==> config.mk <==
export PLATFORM = sky130hd
export DESIGN_NAME = wpd_detector
export DESIGN_NICKNAME = d
export VERILOG_FILES = /design/src/core/wpd_pkg.sv /design/src/core/wpd_rx_if.sv /design/src/core/wpd_addr_sel.sv /design/src/core/wpd_detector.sv
export VERILOG_INCLUDE_DIRS = /design/src /design/src/core
export SDC_FILE = /design/constraint.sdc
export NUM_CORES = 1
export LEC_CHECK = 0
export BUFFER_PORTS_ARGS = -buffer_cell sky130_fd_sc_hd__clkbuf_2
export CAP_MARGIN = 20
export CORE_ASPECT_RATIO = 0.8
export CORE_UTILIZATION = 47
export DETAILED_ROUTE_END_ITERATION = 10
export MAX_ROUTING_LAYER = met4
export PLACE_DENSITY_LB_ADDON = 0.08
export SLEW_MARGIN = 20
export SYNTH_ARGS = -nofsm -noshare
export SYNTH_HDL_FRONTEND = slang
export SYNTH_HIERARCHICAL = 1
export SYNTH_SLANG_ARGS = --single-unit
export TNS_END_PERCENT = 100
==> constraint.sdc <==
create_clock -name clk_sys -period 3.9 [get_ports clk_sys]
set_clock_uncertainty 0.05 [all_clocks]
set_input_delay 0.39 -clock clk_sys [delete_from_list [all_inputs] [get_ports clk_sys]]
set_output_delay 0.39 -clock clk_sys [all_outputs]
set_load 0.03 [all_outputs]
==> src/core/wpd_defines.svh <==
// Constants for the wake pattern frame detector
`ifndef WPD_DEFINES_SVH
`define WPD_DEFINES_SVH
`define WPD_SYNC_BYTE      8'hff
`define WPD_SYNC_LEN       3'h6
`define WPD_ADDR_BYTES     3'h6
`define WPD_REPEATS        5'h10
`define WPD_ENABLE_BIT     7
`define WPD_ISR_WAKE_BIT   4
`define WPD_CTRL_RESET     8'h00
`endif

==> src/core/wpd_pkg.sv <==
// Types for the wake pattern frame detector
package wpd_pkg;
    typedef enum logic [1:0] {
        WPD_HUNT,
        WPD_BODY,
        WPD_FOUND
    } wpd_state_type;

    typedef struct packed {
        wpd_state_type state;
        logic [2:0]    syncCount;
        logic [2:0]    bytePos;
        logic [4:0]    repCount;
        logic          inFrame;
        logic          addrOk;
        logic          powerEventOut;
        logic          wakeStatus;
    } wpd_regs_type;
endpackage

==> src/core/wpd_rx_if.sv <==
// Received byte stream carrier between MAC side and the scanner
`timescale 1ns/1ps
interface wpd_rx_if;
    logic       byteValid;
    logic [7:0] byteData;
    logic       frameStart;
    logic       frameEnd;
    logic       crcOk;
    logic       addrHit;
    modport src (output byteValid, byteData, frameStart, frameEnd, crcOk, addrHit);
    modport dst (input  byteValid, byteData, frameStart, frameEnd, crcOk, addrHit);
endinterface

==> src/core/wpd_addr_sel.sv <==
// Station address byte selector, first transmitted byte at position zero
`timescale 1ns/1ps
module wpd_addr_sel
(
    // Address and position
    input  wire logic [47:0] stationAddr,
    input  wire logic [2:0]  bytePos,
    // Selected byte
    output logic      [7:0]  addrByte
);
    // ------------------------------------------------------------
    // Selection
    // ------------------------------------------------------------
    always_comb
    begin
        addrByte = stationAddr[47:40];
        unique case (bytePos)
            3'h0: addrByte = stationAddr[47:40];
            3'h1: addrByte = stationAddr[39:32];
            3'h2: addrByte = stationAddr[31:24];
            3'h3: addrByte = stationAddr[23:16];
            3'h4: addrByte = stationAddr[15:8];
            3'h5: addrByte = stationAddr[7:0];
            default: addrByte = 8'h00;
        endcase
    end
endmodule

==> src/core/wpd_detector.sv <==
// Wake pattern frame detector top
`timescale 1ns/1ps
`include "wpd_defines.svh"
module wpd_detector
(
    // Clock and reset
    input  wire logic                clk_sys,
    input  wire logic                arst_n,
    // Control
    input  wire logic [7:0]          wakeupFrameControl,
    input  wire logic [47:0]         stationAddr,
    input  wire logic                statusClear,
    // Receive byte stream
    input  wire logic                rxByteValid,
    input  wire logic [7:0]          rxByteData,
    input  wire logic                rxFrameStart,
    input  wire logic                rxFrameEnd,
    input  wire logic                rxCrcOk,
    input  wire logic                rxAddrHit,
    // Wake indication
    output logic                     powerEventOut,
    output logic                     interruptStatusWake
);
    import wpd_pkg::*;

    wpd_rx_if rx();
    wpd_pkg::wpd_regs_type r;
    wpd_pkg::wpd_regs_type next_r;
    logic [7:0] addrByte;
    logic       enable;
    logic       isSync;
    logic       isAddr;
    logic       frameQualified;

    assign rx.byteValid  = rxByteValid;
    assign rx.byteData   = rxByteData;
    assign rx.frameStart = rxFrameStart;
    assign rx.frameEnd   = rxFrameEnd;
    assign rx.crcOk      = rxCrcOk;
    assign rx.addrHit    = rxAddrHit;

    wpd_addr_sel u_sel
    (
        .stationAddr (stationAddr),
        .bytePos     (r.bytePos),
        .addrByte    (addrByte)
    );

    // ------------------------------------------------------------
    // Byte scanner
    // ------------------------------------------------------------
    assign enable = wakeupFrameControl[`WPD_ENABLE_BIT];
    assign isSync = rx.byteData == `WPD_SYNC_BYTE;
    assign isAddr = rx.byteData == addrByte;
    // Address filter upstream flags own, multicast or broadcast hits
    assign frameQualified = rx.crcOk && rx.addrHit;

    always_comb
    begin
        next_r = r;
        if (rx.frameStart)
        begin
            next_r.inFrame   = enable;
            next_r.state     = WPD_HUNT;
            next_r.syncCount = 3'h0;
            next_r.bytePos   = 3'h0;
            next_r.repCount  = 5'h00;
        end
        else if (rx.byteValid && r.inFrame && r.state != WPD_FOUND)
        begin
            unique case (r.state)
                WPD_HUNT:
                begin
                    // Saturating count keeps the last six of a long FF run
                    if (isSync)
                        next_r.syncCount = (r.syncCount == `WPD_SYNC_LEN) ?
                                           r.syncCount : r.syncCount + 3'h1;
                    else
                        next_r.syncCount = 3'h0;
                    if (!isSync && r.syncCount == `WPD_SYNC_LEN && isAddr)
                    begin
                        next_r.state   = WPD_BODY;
                        next_r.bytePos = 3'h1;
                    end
                end
                WPD_BODY:
                begin
                    if (isAddr)
                    begin
                        if (r.bytePos == `WPD_ADDR_BYTES - 3'h1)
                        begin
                            next_r.bytePos  = 3'h0;
                            next_r.repCount = r.repCount + 5'h01;
                            if (r.repCount == `WPD_REPEATS - 5'h01)
                                next_r.state = WPD_FOUND;
                        end
                        else
                            next_r.bytePos = r.bytePos + 3'h1;
                    end
                    else
                    begin
                        // Restart; a FF here may already open a new sync run
                        next_r.state     = WPD_HUNT;
                        next_r.bytePos   = 3'h0;
                        next_r.repCount  = 5'h00;
                        next_r.syncCount = isSync ? 3'h1 : 3'h0;
                    end
                end
                WPD_FOUND:
                begin
                    next_r.state = WPD_FOUND;
                end
            endcase
        end
        // Decision only at frame end, once the CRC verdict is known
        if (rx.frameEnd && r.inFrame)
        begin
            next_r.inFrame = 1'b0;
            if (r.state == WPD_FOUND && frameQualified)
            begin
                next_r.powerEventOut = 1'b1;
                next_r.wakeStatus    = 1'b1;
            end
            next_r.state = WPD_HUNT;
        end
        // Set wins over a simultaneous clear
        if (statusClear && !(rx.frameEnd && r.inFrame && r.state == WPD_FOUND
                             && frameQualified))
        begin
            next_r.powerEventOut = 1'b0;
            next_r.wakeStatus    = 1'b0;
        end
    end

    always_ff @(posedge clk_sys or negedge arst_n)
    begin
        if (!arst_n)
            r <= '0;
        else
            r <= next_r;
    end

    assign powerEventOut       = r.powerEventOut;
    assign interruptStatusWake = r.wakeStatus;
endmodule

-- After elaboration in Yosys (flattened, before gate mapping)
Index checks and enable logic that the tools add are counted.
- $add $sub $neg: 3
- equality and inequality tests: 19
- multiplexer cells: 24
- reductions and logical operators: 26
- operators with widths (kind ; number):
    one-hot mux 8 bit (6 select lines) ; 1
    2-to-1 mux 13 bit ; 2
    2-to-1 mux 2 bit ; 8
    2-to-1 mux 3 bit ; 5
    one-hot mux 6 bit (2 select lines) ; 1
    logical AND 1 bit ; 10
    2-to-1 mux 5 bit ; 2
    != test 5 bit (second input constant) ; 2
    nonzero test 2 bit ; 5
    equality test 3 bit (second input constant) ; 3
    equality test 8 bit ; 1
    equality test 8 bit (second input constant) ; 1
    2-to-1 mux 8 bit ; 1
    != test 4 bit (second input constant) ; 2
    AND reduction 4 bit ; 2
    adder 3 x 1 -> 3 bit (second input constant) ; 2
    equality test 3 x 2 -> 1 bit (second input constant) ; 2
    != test 3 bit (second input constant) ; 2
    one-hot mux 2 bit (3 select lines) ; 1
    AND reduction 3 bit ; 2
    nonzero test 3 bit ; 2
    adder 5 x 1 -> 5 bit (second input constant) ; 1
    equality test 5 x 4 -> 1 bit (second input constant) ; 1
    equality test 3 x 1 -> 1 bit (second input constant) ; 1
    other kinds (9) ; 12
- flip-flop bits (word level): 16
- input port bits: 72
- logic and storage cells: 79

-- Longest topological paths before layout
Gate-level depths: netlist of the first run.
- word-level depth: 9
- mapped depth: 10

-- Cells and area by module
The synthesis of the first run kept the hierarchy.
- modules (own cells, without submodules) (module ; instances ; cells an instance ; area each (um^2)):
    wpd_detector ; 1 ; 112 ; 1103.6
    wpd_addr_sel ; 1 ; 54 ; 460.4

-- Worst setup path after synthesis of the first run
OpenSTA, ideal clock, no wires.
- path kind: reg-to-reg
- from: register r[9] in the netlist's numbering
- to: register r[10] in the netlist's numbering
- arrival: 2.609 ns
- required time: 3.754 ns
- path slack: 1.146 ns
- stages on the path, launching flop included: 11
- path buffers: 3
- period minus slack after synthesis: 2.754 ns
- cell sequence: dfrtp_1 > buf_6 > buf_12 > buf_8 > mux2i_1 > o221ai_1 > xnor2_2 > nand4_2 > or3_4 > or4b_4 > o32ai_2
- cells in the longest elaborated chain, start to end: 7
- elaborated cells between the ends (all ways): 17
- classes of those cells: 1 x add/sub; 7 x eq/ne; 6 x mux; 3 x reduce/logical
- RTL lines (item ; RTL line ; RTL):
    start, declared ; wpd_detector.sv:27 ; wpd_pkg::wpd_regs_type r;
    start signal, assigned ; wpd_detector.sv:140 ; r <= next_r;
    equality test 3 bit, or another cell as far along ; wpd_addr_sel.sv:17 ; unique case (bytePos)
    one-hot mux 8 bit (6 select lines) * ; wpd_addr_sel.sv:17 ;
    via addrByte[1] ; wpd_detector.sv:29 ; logic [7:0] addrByte;
    equality test 8 bit * ; wpd_detector.sv:54 ; assign isAddr = rx.byteData == addrByte;
    2-to-1 mux 8 bit ; wpd_detector.sv:88 ; if (isAddr)
    one-hot mux 6 bit (2 select lines) ; wpd_detector.sv:71 ; unique case (r.state)
    2-to-1 mux 13 bit ; wpd_detector.sv:69 ; else if (rx.byteValid && r.inFrame && r.state != WPD_FOUND)
    2-to-1 mux 13 bit ; wpd_detector.sv:61 ; if (rx.frameStart)
The timed path passes the listed nets; every way through them passes the cells marked *. The select of a mux whose other input is x is not followed.
A chain may end at the register's enable or synchronous reset.

-- Worst setup path in the final report of the first run
Ends and elaborated chain as after synthesis.

==> out/results.tsv, run 1 <==
stage	metric	value	unit
sta	period_share	80.1	%
sta	rsz0062_at_grt	no	
global_routing	overflow	0	
placed_design	dp_hpwl	2900	um
logic_synthesis	seq_area_frac_synth	24.0	%
finish	finish.utilization	61.4	%
placed_design	place_ws	0.790	ns
job	cap_viol_max_count	0	
setup_path	worstPathArrival	3.22	ns
setup_path	crit_family	simple AND/OR/NAND/NOR gates	
routing	via_count	1530	
clocking	cts.path.max_buffers	2	
setup_path	rr_worst_depth	9	
die	die-height	53.6	um
sta	setup_tns	0	ns
power	pwr_density_cell	188	nW/um^2
sta	fmax	320	MHz
setup_path	crit_required	4.00	ns
die	coreArea	3130	sq um
logic_synthesis	yosysTopAreaCell	dfrtp_1	
logic_synthesis	synth-seq-cells	15	
clocking	clk-insertion-delay-late	0.25	ns
sta	finalHoldViolations	1	
routing	drc	0	
setup_path	r2r_setup_slack	0.78	ns
global_routing	antenna_found_initial	0	
logic_synthesis	netlist_area	1560	sq um
placed_design	gp_congestion	0.772	
sta	fin_ws	0.778	ns
clocking	cts_max_level	1	
finish	num_antenna_cells	0	
setup_path	cp-end-kind	register	
setup_path	r2r_end	r[10]$_DFFE_PN0P_	
clocking	clk_pin_slew	0.06	ns
clocking	root_buffer	clkbuf_8	
clocking	ctsHoldBuffers	0	
sta	setup_viol	0	
power	seqPwrFrac	43.9	%
sta	drv_slew	0	
routing	wl	3640	um
logic_synthesis	synth_edf_count	0	
logic_synthesis	ys_top_cells_by_count	mux2i_1 (18), dfrtp_1 (15), nand3_1 (9)	
die	die_area	3560	sq um
die	start_util	50.0	%
global_routing	grt_pass1_wl	5970	um
clocking	clock-sinks	15	
die	io-pin-count	74	
global_routing	grt_pass1_vias	1421	
finish	syn_to_final_growth	23.0	%
power	switching_share	24.7	%
power	combPwrFrac	21.8	%
routing	viasPerCell	5.67	
power	power.switching	0.0000896	W
setup_path	startpoint	r[9]$_DFFE_PN0P_	
logic_synthesis	ys_warn_count	6	
setup_path	r2r_start	r[9]$_DFFE_PN0P_	
finish	drive_above_1_share	36.5	%
sta	hold_slack	-0.000552	ns
logic_synthesis	synthDistinctLibCells	50	
worst_hold_path	hold_class	in -> async	
die	die_x	66.5	um
finish	nets	310	
setup_path	cp.buffers_inverters	1	
clocking	numCtsBuffers	3	
power	cell_internal_pwr	0.000273	W
global_routing	grt_start_max_net_pins	34	
global_routing	grt_use_total	22.7	%
routing	dr.pass1.iters	4	
logic_synthesis	syn_nets	245	
setup_path	cp-start-kind	register	
setup_path	critPathKind	reg -> reg	
run_status	outcome	complete, but fails checks	
placed_design	io_buffer_count	66	
sta	worst_pin_slew	0.605	ns
logic_synthesis	synth_area_leaders	dfrtp_1 (24%), mux2i_1 (12%), ha_1 (5.6%), mux2_2 (3.6%), xnor2_1 (3.4%)	
setup_path	max_stage_delay	0.49	ns
sta	slew_headroom	59.6	%
logic_synthesis	synth.most_common_cell	mux2i_1	
logic_synthesis	yosys_most_used_dff	dfrtp_1	
routing	wl_per_cell	13.5	um
sta	period_needed	3.12	ns
logic_synthesis	yosys.area.top_type_share	24.0	%
power	p_leak	0.844	nW
logic_synthesis	syn_inst	166	
clocking	cts_tree	done	
logic_synthesis	avgSynthCellArea	9.42	sq um
die	rows	18	
power	clock_power_share	34.4	%
clocking	post_cts_resized	0	
routing	final_antenna_net_count	0	
setup_path	path_cells	buf_4 -> mux2_2 -> a22oi_1 -> o21ai_0 -> xnor2_1 -> nand4_2 -> or3_4 -> or4b_4 -> o32ai_2	
clocking	postCtsSetupRepairBufs	0	
routing	first_iter_violations	53	
setup_path	cp_max_fo	33	
logic_synthesis	synthArstFlopShare	100	%
power	ir_drop	0.116	mV
setup_path	slowest_stage	or4b_4	
run_status	violations	negative hold slack	
-- routing by layer --
| layer | GRT usage [%] | wire [um] | vias to the layer above |
|---|---|---|---|
| met5 | - | 0 | - |
| met4 | 5.32 | 15 | 0 |
| met3 | 4.45 | 198 | 3 |
| met2 | 35.7 | 1610 | 43 |
| met1 | 30.2 | 1820 | 715 |
| li1 | - | - | 769 |
-- flip-flops by register name, summed over array words and instances (netlist names) --
| name | cells |
|---|---|
| powerEventOut | 1 |
| r | 14 |
-- cells by family (layout without fill, tap and decap cells) --
| family | Yosys count | in the layout | synth area share (%) |
|---|---|---|---|
| compound gates | 45 | 45 | 22.1 |
| xor+xnor | 9 | 9 | 6.48 |
| fa+ha+maj | 7 | 7 | 5.60 |
| buf+inv | 15 | 79 | 6.64 |
| flops | 15 | 15 | 24.0 |
| mux | 23 | 23 | 15.1 |
| simple gates | 52 | 52 | 20.1 |
-- area by class of cell --
type | count | area [sq um]
tap | 40 | 50.0
multi-input combinational | 136 | 1080
clock buffer | 4 | 45.0
inverter | 8 | 30.0
timing repair buffer | 67 | 338
sequential | 15 | 375
fill | 278 | 1210
-- how the worst max path moves through the flow --
stage	end	cells past startpoint	slack, ns
after floorplan	r[10]$_DFFE_PN0P_	10	1.15
after global placement	r[10]$_DFFE_PN0P_	9	0.88
final	r[10]$_DFFE_PN0P_	9	0.78
after detailed placement	r[10]$_DFFE_PN0P_	9	0.79
after global routing	r[13]$_DFFE_PN0P_	9	0.58
after CTS	r[10]$_DFFE_PN0P_	9	0.76
-- layout by cell type, fill, tap and decap left out, types with 2 or more instances in the layout --
| master | n |
|---|---|
| xnor2_1 | 6 |
| a21oi_1 | 7 |
| nand2_1 | 8 |
| ha_1 | 7 |
| nor2_1 | 4 |
| dfrtp_1 | 15 |
| and3b_1 | 2 |
| mux2i_1 | 18 |
| a21boi_0 | 2 |
| nand4_1 | 3 |
| o2111a_1 | 2 |
| nand2b_1 | 2 |
| o211ai_1 | 2 |
| o31ai_1 | 2 |
| o41ai_1 | 4 |
| xnor2_2 | 3 |
| nor3_1 | 4 |
| mux2_2 | 5 |
| nand3_1 | 9 |
| clkbuf_2 | 66 |
| a211o_1 | 4 |
| inv_1 | 8 |
| nor2b_1 | 3 |
| and3_1 | 2 |
| or3_1 | 4 |
| o221ai_1 | 5 |
| o21a_1 | 3 |
| a22oi_1 | 3 |
| o21ai_0 | 5 |
| clkbuf_8 | 3 |
| nand3b_1 | 2 |
-- worst register-to-register path, delay by kind of cell, from the launching register on --
family,cells,cell delay [ns]
compound gates,3,0.51
xor+xnor,1,0.23
buf+inv,1,0.36
flops,1,0.32
mux,1,0.40
simple gates,3,1.15
-- power by group through the flow --
stage	Sequential [W]	Clock, W	Combinational (W)
final	0.000159	0.000124	0.0000789
after global routing	0.000159	0.000134	0.0000879
after detailed placement	0.000162	0	0.0000789
after global placement	0.000161	0	0.0000765
after floorplan	0.000161	0	0.0000360
after CTS	0.000159	0.000130	0.0000796
-- metrics by stage --
| step | instance area [sq um] | cells | power [W] |
|---|---|---|---|
| global route | 1920 | 270 | 0.000381 |
| finish | 1920 | 270 | 0.000362 |
| global placement | 1880 | 266 | 0.000238 |
| floorplan | 1560 | 166 | 0.000197 |
| detailed placement | 1880 | 266 | 0.000241 |
| CTS | 1920 | 270 | 0.000368 |
No activity file was read; power rests on OpenSTA's default activity.
==> run 2, diff against run 1 <==
Settings changed: ABC_AREA from default to 1, CORE_UTILIZATION 47 to 44.
Clock period 3.9 ns to 2.7 ns, I/O delays scaled along.
==> run 2 against run 1 <==
Net effect: the run now ends clean; combinational power increased to 3.1 times the previous value; fmax rose by 28%; die area up 21%; critical path depth rose by 7; critical path type unchanged; largest power group is now combinational cells; clock power grew 48%; core utilization fell by 4.5 points; sequential power grew 50%; synthesized area up 14%; cell area grew 14%; synthesized cell count grew 83%; via count rose by 30%; hold slack gained 0.16 ns.
==> out/results.tsv, run 2 <==
stage	metric	value	unit
clocking	clk-insertion-delay-late	0.25	ns
sta	fmax	410	MHz
worst_hold_path	hold_class	in -> reg	
global_routing	grt_use_total	22.8	%
global_routing	use_met3	4.25	%
sta	period_needed	2.44	ns
logic_synthesis	synth.most_common_cell	nand2_1	
setup_path	r2r_start	r[10]$_DFFE_PN0P_	
power	p_leak	1.29	nW
setup_path	cp-end-kind	register	
setup_path	crit_family	simple AND/OR/NAND/NOR gates	
clocking	cts.path.max_buffers	2	
global_routing	grt_start_max_net_pins	20	
routing	wl_per_cell	10.5	um
die	io-pin-count	74	
setup_path	slowest_stage	dfrtp_1	
finish	drive_above_1_share	24.4	%
finish	regMostFlops	r	
finish	syn_to_final_growth	22.8	%
setup_path	crit_required	2.79	ns
global_routing	grt_pass1_vias	1738	
placed_design	gp_congestion	0.851	
placed_design	io_buffer_count	66	
finish	regArea	375	sq um
logic_synthesis	syn_inst	303	
clocking	numCtsBuffers	3	
sta	fin_ws	0.261	ns
routing	via_count	1991	
clocking	clk_pin_slew	0.06	ns
setup_path	cp-start-kind	register	
routing	dr.pass1.iters	4	
die	die_area	4320	sq um
global_routing	use_met1	34.0	%
setup_path	r2r_end	r[8]$_DFFE_PN0P_	
setup_path	r2r_setup_slack	0.26	ns
die	die-height	59.0	um
routing	final_antenna_net_count	0	
global_routing	grt_use_met2	32.5	%
global_routing	grt_pass1_wl	7460	um
die	rows	20	
clocking	root_buffer	clkbuf_8	
routing	drc	0	
logic_synthesis	netlist_area	1790	sq um
setup_path	endpoint	r[8]$_DFFE_PN0P_	
routing	first_iter_violations	108	
logic_synthesis	yosysTopAreaCell	dfrtp_1	
logic_synthesis	avgSynthCellArea	5.89	sq um
sta	period_share	90.3	%
logic_synthesis	synthDistinctLibCells	27	
finish	multi_input_area	1140	sq um
job	cap_viol_max_count	0	
logic_synthesis	synthArstFlopShare	100	%
global_routing	overflow	0	
sta	finalHoldViolations	0	
die	die_x	73.2	um
finish	final_common_cell	nand2_1	
logic_synthesis	seq_area_frac_synth	21.0	%
finish	num_antenna_cells	0	
logic_synthesis	ys_top_cells_by_count	nand2_1 (91), inv_1 (44), nor2_1 (40)	
sta	rsz0062_at_grt	no	
finish	largest_reg_flops	14	
placed_design	place_ws	0.259	ns
clocking	cts_max_level	1	
sta	setup_viol	0	
sta	setup_tns	0	ns
logic_synthesis	yosys.area.top_type_share	21.0	%
power	ir_drop	0.205	mV
finish	nets	449	
routing	viasPerCell	4.70	
die	coreArea	3850	sq um
placed_design	dp_hpwl	3640	um
setup_path	worstPathArrival	2.53	ns
logic_synthesis	syn_nets	382	
clocking	postCtsSetupRepairBufs	0	
logic_synthesis	synth-seq-cells	15	
setup_path	max_stage_delay	0.52	ns
logic_synthesis	yosys_most_used_dff	dfrtp_1	
setup_path	startpoint	r[10]$_DFFE_PN0P_	
sta	worst_pin_slew	0.399	ns
setup_path	critPathMostFrequentCell	nand2_1	
run_status	outcome	finished, final reports clean	
finish	fillCellCount	399	
setup_path	cp.buffers_inverters	2	
global_routing	antenna_found_initial	0	
setup_path	path_cells	nor2_4 -> nand3_1 -> nand2_1 -> nor2_1 -> nand2_1 -> inv_1 -> nand2_1 -> nand2_1 -> nor2_1 -> nand2_1 -> nor2_4 -> nand2_4 -> o21bai_4 -> inv_4 -> nand2_1 -> o21ai_2	
logic_synthesis	ys_warn_count	6	
setup_path	rr_worst_depth	16	
die	start_util	46.3	%
logic_synthesis	synth_area_leaders	dfrtp_1 (21%), nand2_1 (19%), inv_1 (9.3%), nor2_1 (8.4%), nand4_1 (8.1%)	
routing	wl	4460	um
setup_path	cp_max_fo	16	
setup_path	worst-path-stages	16	
clocking	clock-sinks	15	
power	pwr_density_cell	302	nW/um^2
setup_path	critPathKind	reg -> reg	
sta	slew_headroom	73.4	%
global_routing	top_usage_layer	met1	
logic_synthesis	synth_edf_count	0	
finish	layout_common_cells	nand2_1 (91), clkbuf_2 (66), inv_1 (44)	
clocking	cts_tree	done	
sta	drv_slew	0	
==> run 2: changes by cell type after synthesis, sizes merged, moves of 18 or more <==
cell   change
nand4     +19
nand3     +21
nor2      +38
nand2     +84
mux2i     -18
inv       +42
==> run 2: cells by family after synthesis <==
group / synth area share, %
xor gates and xnor gates: 1.96
DFF: 21.0
AOI/OAI and AO/OA: 9.11
adders and majority gates: 4.91
and+or+nand+nor: 47.7
buffers and inverters: 15.3
==> run 2: worst min path at each step <==
stage                start                         to  slack, ns  depth (start not counted)
6_report       statusClear  powerEventOut$_DFFE_PN0P_       0.16                          2
5_1_grt        statusClear  powerEventOut$_DFFE_PN0P_       0.16                          2
4_1_cts        statusClear  powerEventOut$_DFFE_PN0P_       0.16                          2
3_5_place_dp        arst_n  powerEventOut$_DFFE_PN0P_       0.16                          1
3_3_place_gp        arst_n  powerEventOut$_DFFE_PN0P_       0.16                          1
2_1_floorplan       arst_n  powerEventOut$_DFFE_PN0P_      -0.08                          0
==> run 2: per-layer routing <==
metal  vias up  wire length, um
li1       1104                -
met1       834             2470
met2        51             1770
met3         2              197
met4         0               19
met5         -                0
==> run 2: layout make-up <==
type / instances / area share (%)
multi-input combinational: 228 / 51.8
sequential: 15 / 17.1
inverter: 50 / 8.67
clock buffer: 4 / 2.05
tap: 55 / 3.14
timing repair buffer: 72 / 17.2
==> run 2: per-stage QoR <==
stage                     hold slack, ns  cell area, sq um  utilization (%)  cells  total power [W]
after floorplan                  -0.0756              1790                -    303         0.000395
after global placement             0.159              2140             55.5    419         0.000478
after detailed placement           0.159              2140             55.5    419         0.000481
after CTS                          0.160              2190             56.9    424         0.000669
after global routing               0.158              2190             56.9    424         0.000716
final                              0.161              2190             56.9    424         0.000663
==> run 2: power breakdown <==
group,leakage (nW),internal (W),total [W],switching [W]
combinational,1.06,0.0000983,0.000241,0.000143
clock,0.0228,0.000105,0.000184,0.0000796
sequential,0.206,0.000229,0.000238,0.00000862
total,1.29,0.000432,0.000663,0.000231
==> run 2: timing repair <==
action                                  CTS  global route
endpoints found under the setup margin    0             3
hold endpoints to repair                 15             0
hold buffers                              1             0
gates resized for setup                   0             0
==> run 3, diff against run 2 <==
Settings changed: CORE_UTILIZATION 44 to 35.
==> run 3 against run 2 <==
Net effect: die area grew 25%; non-clock buffer count grew 1; count of clock-buffer cells in the layout is the same; total power grew 2.7%; critical path depth is the same; sequential power is essentially flat; routed wire length grew 5.5%; sequential cell count is the same; largest power group unchanged.
==> out/results.tsv, run 3 (same netlist as run 2, synthesis figures left out) <==
stage	metric	value	unit
setup_path	worstPathArrival	2.45	ns
finish	regMostFlops	r	
sta	setup_tns	0	ns
worst_hold_path	hold_class	in -> reg	
routing	wl	4710	um
setup_path	cp_max_fo	16	
power	pwr_density_cell	307	nW/um^2
finish	num_antenna_cells	0	
setup_path	max_stage_delay	0.50	ns
placed_design	place_inst	424	
routing	dr.pass1.iters	4	
worst_hold_path	hp-start	statusClear	
die	coreArea	4730	sq um
die	die_x	81.9	um
setup_path	critPathMostFrequentCell	nand2_1	
global_routing	grt_pass1_wl	8160	um
die	io-pin-count	74	
global_routing	grt_start_max_net_pins	20	
die	rows	22	
job	cap_viol_max_count	0	
setup_path	r2r_setup_slack	0.34	ns
clocking	cts_tree	done	
setup_path	rr_worst_depth	16	
run_status	outcome	finished, final reports clean	
routing	first_iter_violations	84	
routing	wl_per_cell	11.0	um
clocking	clk-insertion-delay-late	0.25	ns
sta	period_share	87.5	%
global_routing	grt_use_total	20.0	%
routing	drc	0	
global_routing	antenna_found_initial	0	
finish	drive_above_1_share	24.9	%
finish	fin_area	2220	sq um
routing	final_antenna_net_count	0	
setup_path	path_cells	inv_2 -> nand4_1 -> nand2_1 -> nor2_1 -> nand2_1 -> inv_1 -> nand2_1 -> nand2_1 -> nor2_1 -> nand2_1 -> nor2_4 -> nand2_4 -> o21bai_4 -> inv_4 -> nand2_1 -> o21ai_2	
setup_path	slowest_stage	dfrtp_2	
sta	period_needed	2.36	ns
sta	drv_slew	0	
setup_path	cp-end-kind	register	
setup_path	crit_required	2.79	ns
worst_hold_path	min_to	powerEventOut$_DFFE_PN0P_	
worst_hold_path	whs_path_depth	2	
placed_design	placedInstanceArea	2140	sq um
sta	fmax	423	MHz
setup_path	critPathKind	reg -> reg	
placed_design	io_buffer_count	66	
finish	nets	450	
die	die_area	5390	sq um
setup_path	r2r_start	r[10]$_DFFE_PN0P_	
placed_design	dp_hpwl	3850	um
finish	largest_reg_flops	14	
placed_design	place_ws	0.188	ns
clocking	cts_max_level	1	
die	die-height	65.9	um
power	p_leak	1.30	nW
finish	syn_to_final_growth	24.4	%
clocking	clock-sinks	15	
sta	rsz0062_at_grt	no	
setup_path	cp-start-kind	register	
finish	layout.cells.non_filler	430	
routing	via_count	2012	
clocking	cts.path.max_buffers	2	
routing	viasPerCell	4.68	
sta	slew_headroom	72.0	%
die	start_util	37.7	%
power	ir_drop	0.147	mV
global_routing	overflow	0	
sta	worst_pin_slew	0.420	ns
placed_design	gp_congestion	0.808	
global_routing	grt_pass1_vias	1848	
setup_path	r2r_end	r[8]$_DFFE_PN0P_	
clocking	clk_pin_slew	0.06	ns
sta	setup_viol	0	
finish	final_common_cell	nand2_1	
sta	finalHoldViolations	0	
clocking	root_buffer	clkbuf_8	
clocking	numCtsBuffers	3	
sta	fin_ws	0.336	ns
finish	layout_common_cells	nand2_1 (91), clkbuf_2 (66), inv_1 (44)	
[run 3: changes by cell type in the layout (fill, tap and decap cells not counted)]
cell / before / now
dfrtp_2: 0 / 1
dfrtp_1: 15 / 14
buf_12: 0 / 1
[run 3: how the worst max path moves through the flow]
| stage | startpoint | end | slack [ns] | depth (start not counted) |
|---|---|---|---|---|
| floorplan | r[10]$_DFFE_PN0P_ | r[8]$_DFFE_PN0P_ | 0.55 | 18 |
| global placement | r[10]$_DFFE_PN0P_ | r[8]$_DFFE_PN0P_ | 0.23 | 16 |
| detailed placement | r[10]$_DFFE_PN0P_ | r[8]$_DFFE_PN0P_ | 0.19 | 16 |
| CTS | r[10]$_DFFE_PN0P_ | r[8]$_DFFE_PN0P_ | 0.17 | 16 |
| global route | r[11]$_DFFE_PN0P_ | r[16]$_DFFE_PN0P_ | 0.10 | 17 |
| finish | r[10]$_DFFE_PN0P_ | r[8]$_DFFE_PN0P_ | 0.34 | 16 |
[run 3: per-stage QoR]
stage	hold WS, ns	total power (W)	util (%)
after global placement	0.173	0.000484	45.3
after global routing	0.160	0.000741	46.9
after detailed placement	0.168	0.000486	45.3
after floorplan	-0.0756	0.000395	-
final	0.159	0.000681	46.9
after CTS	0.153	0.000679	46.5
[run 3: where the power goes]
part / total, W / internal, W / switching, W
clock: 0.000186 / 0.000105 / 0.0000815
sequential: 0.000235 / 0.000229 / 0.00000575
combinational: 0.000260 / 0.000108 / 0.000152
total: 0.000681 / 0.000441 / 0.000240
[run 3: critical path: cells and delay by family (launching register included)]
kind	cells	cell delay (ns)
DFF	1	0.50
AOI/OAI and AO/OA	2	0.25
and+or+nand+nor	11	1.07
buffers and inverters	3	0.37
[run 3: metal layers]
| layer | global-route usage, % | wire length, um |
|---|---|---|
| met5 | - | 0 |
| met1 | 29.3 | 2570 |
| met2 | 29.1 | 1880 |
| met3 | 3.45 | 247 |
| met4 | 2.63 | 10 |
[run 3: cell type report]
type,count,area (sq um)
Clock buffer,4,45.0
Fill cell,530,2510
Inverter,50,190
Multi-Input combinational cell,228,1140
Sequential cell,15,377
Tap cell,60,75.1
Timing Repair Buffer,73,398
[run 3: what timing repair did]
item / CTS / global route
endpoints found under the setup margin: 0 / 9
hold buffers: 1 / 0
setup buffers: 0 / 1
resized for setup: 0 / 1
hold endpoints to repair: 15 / 0
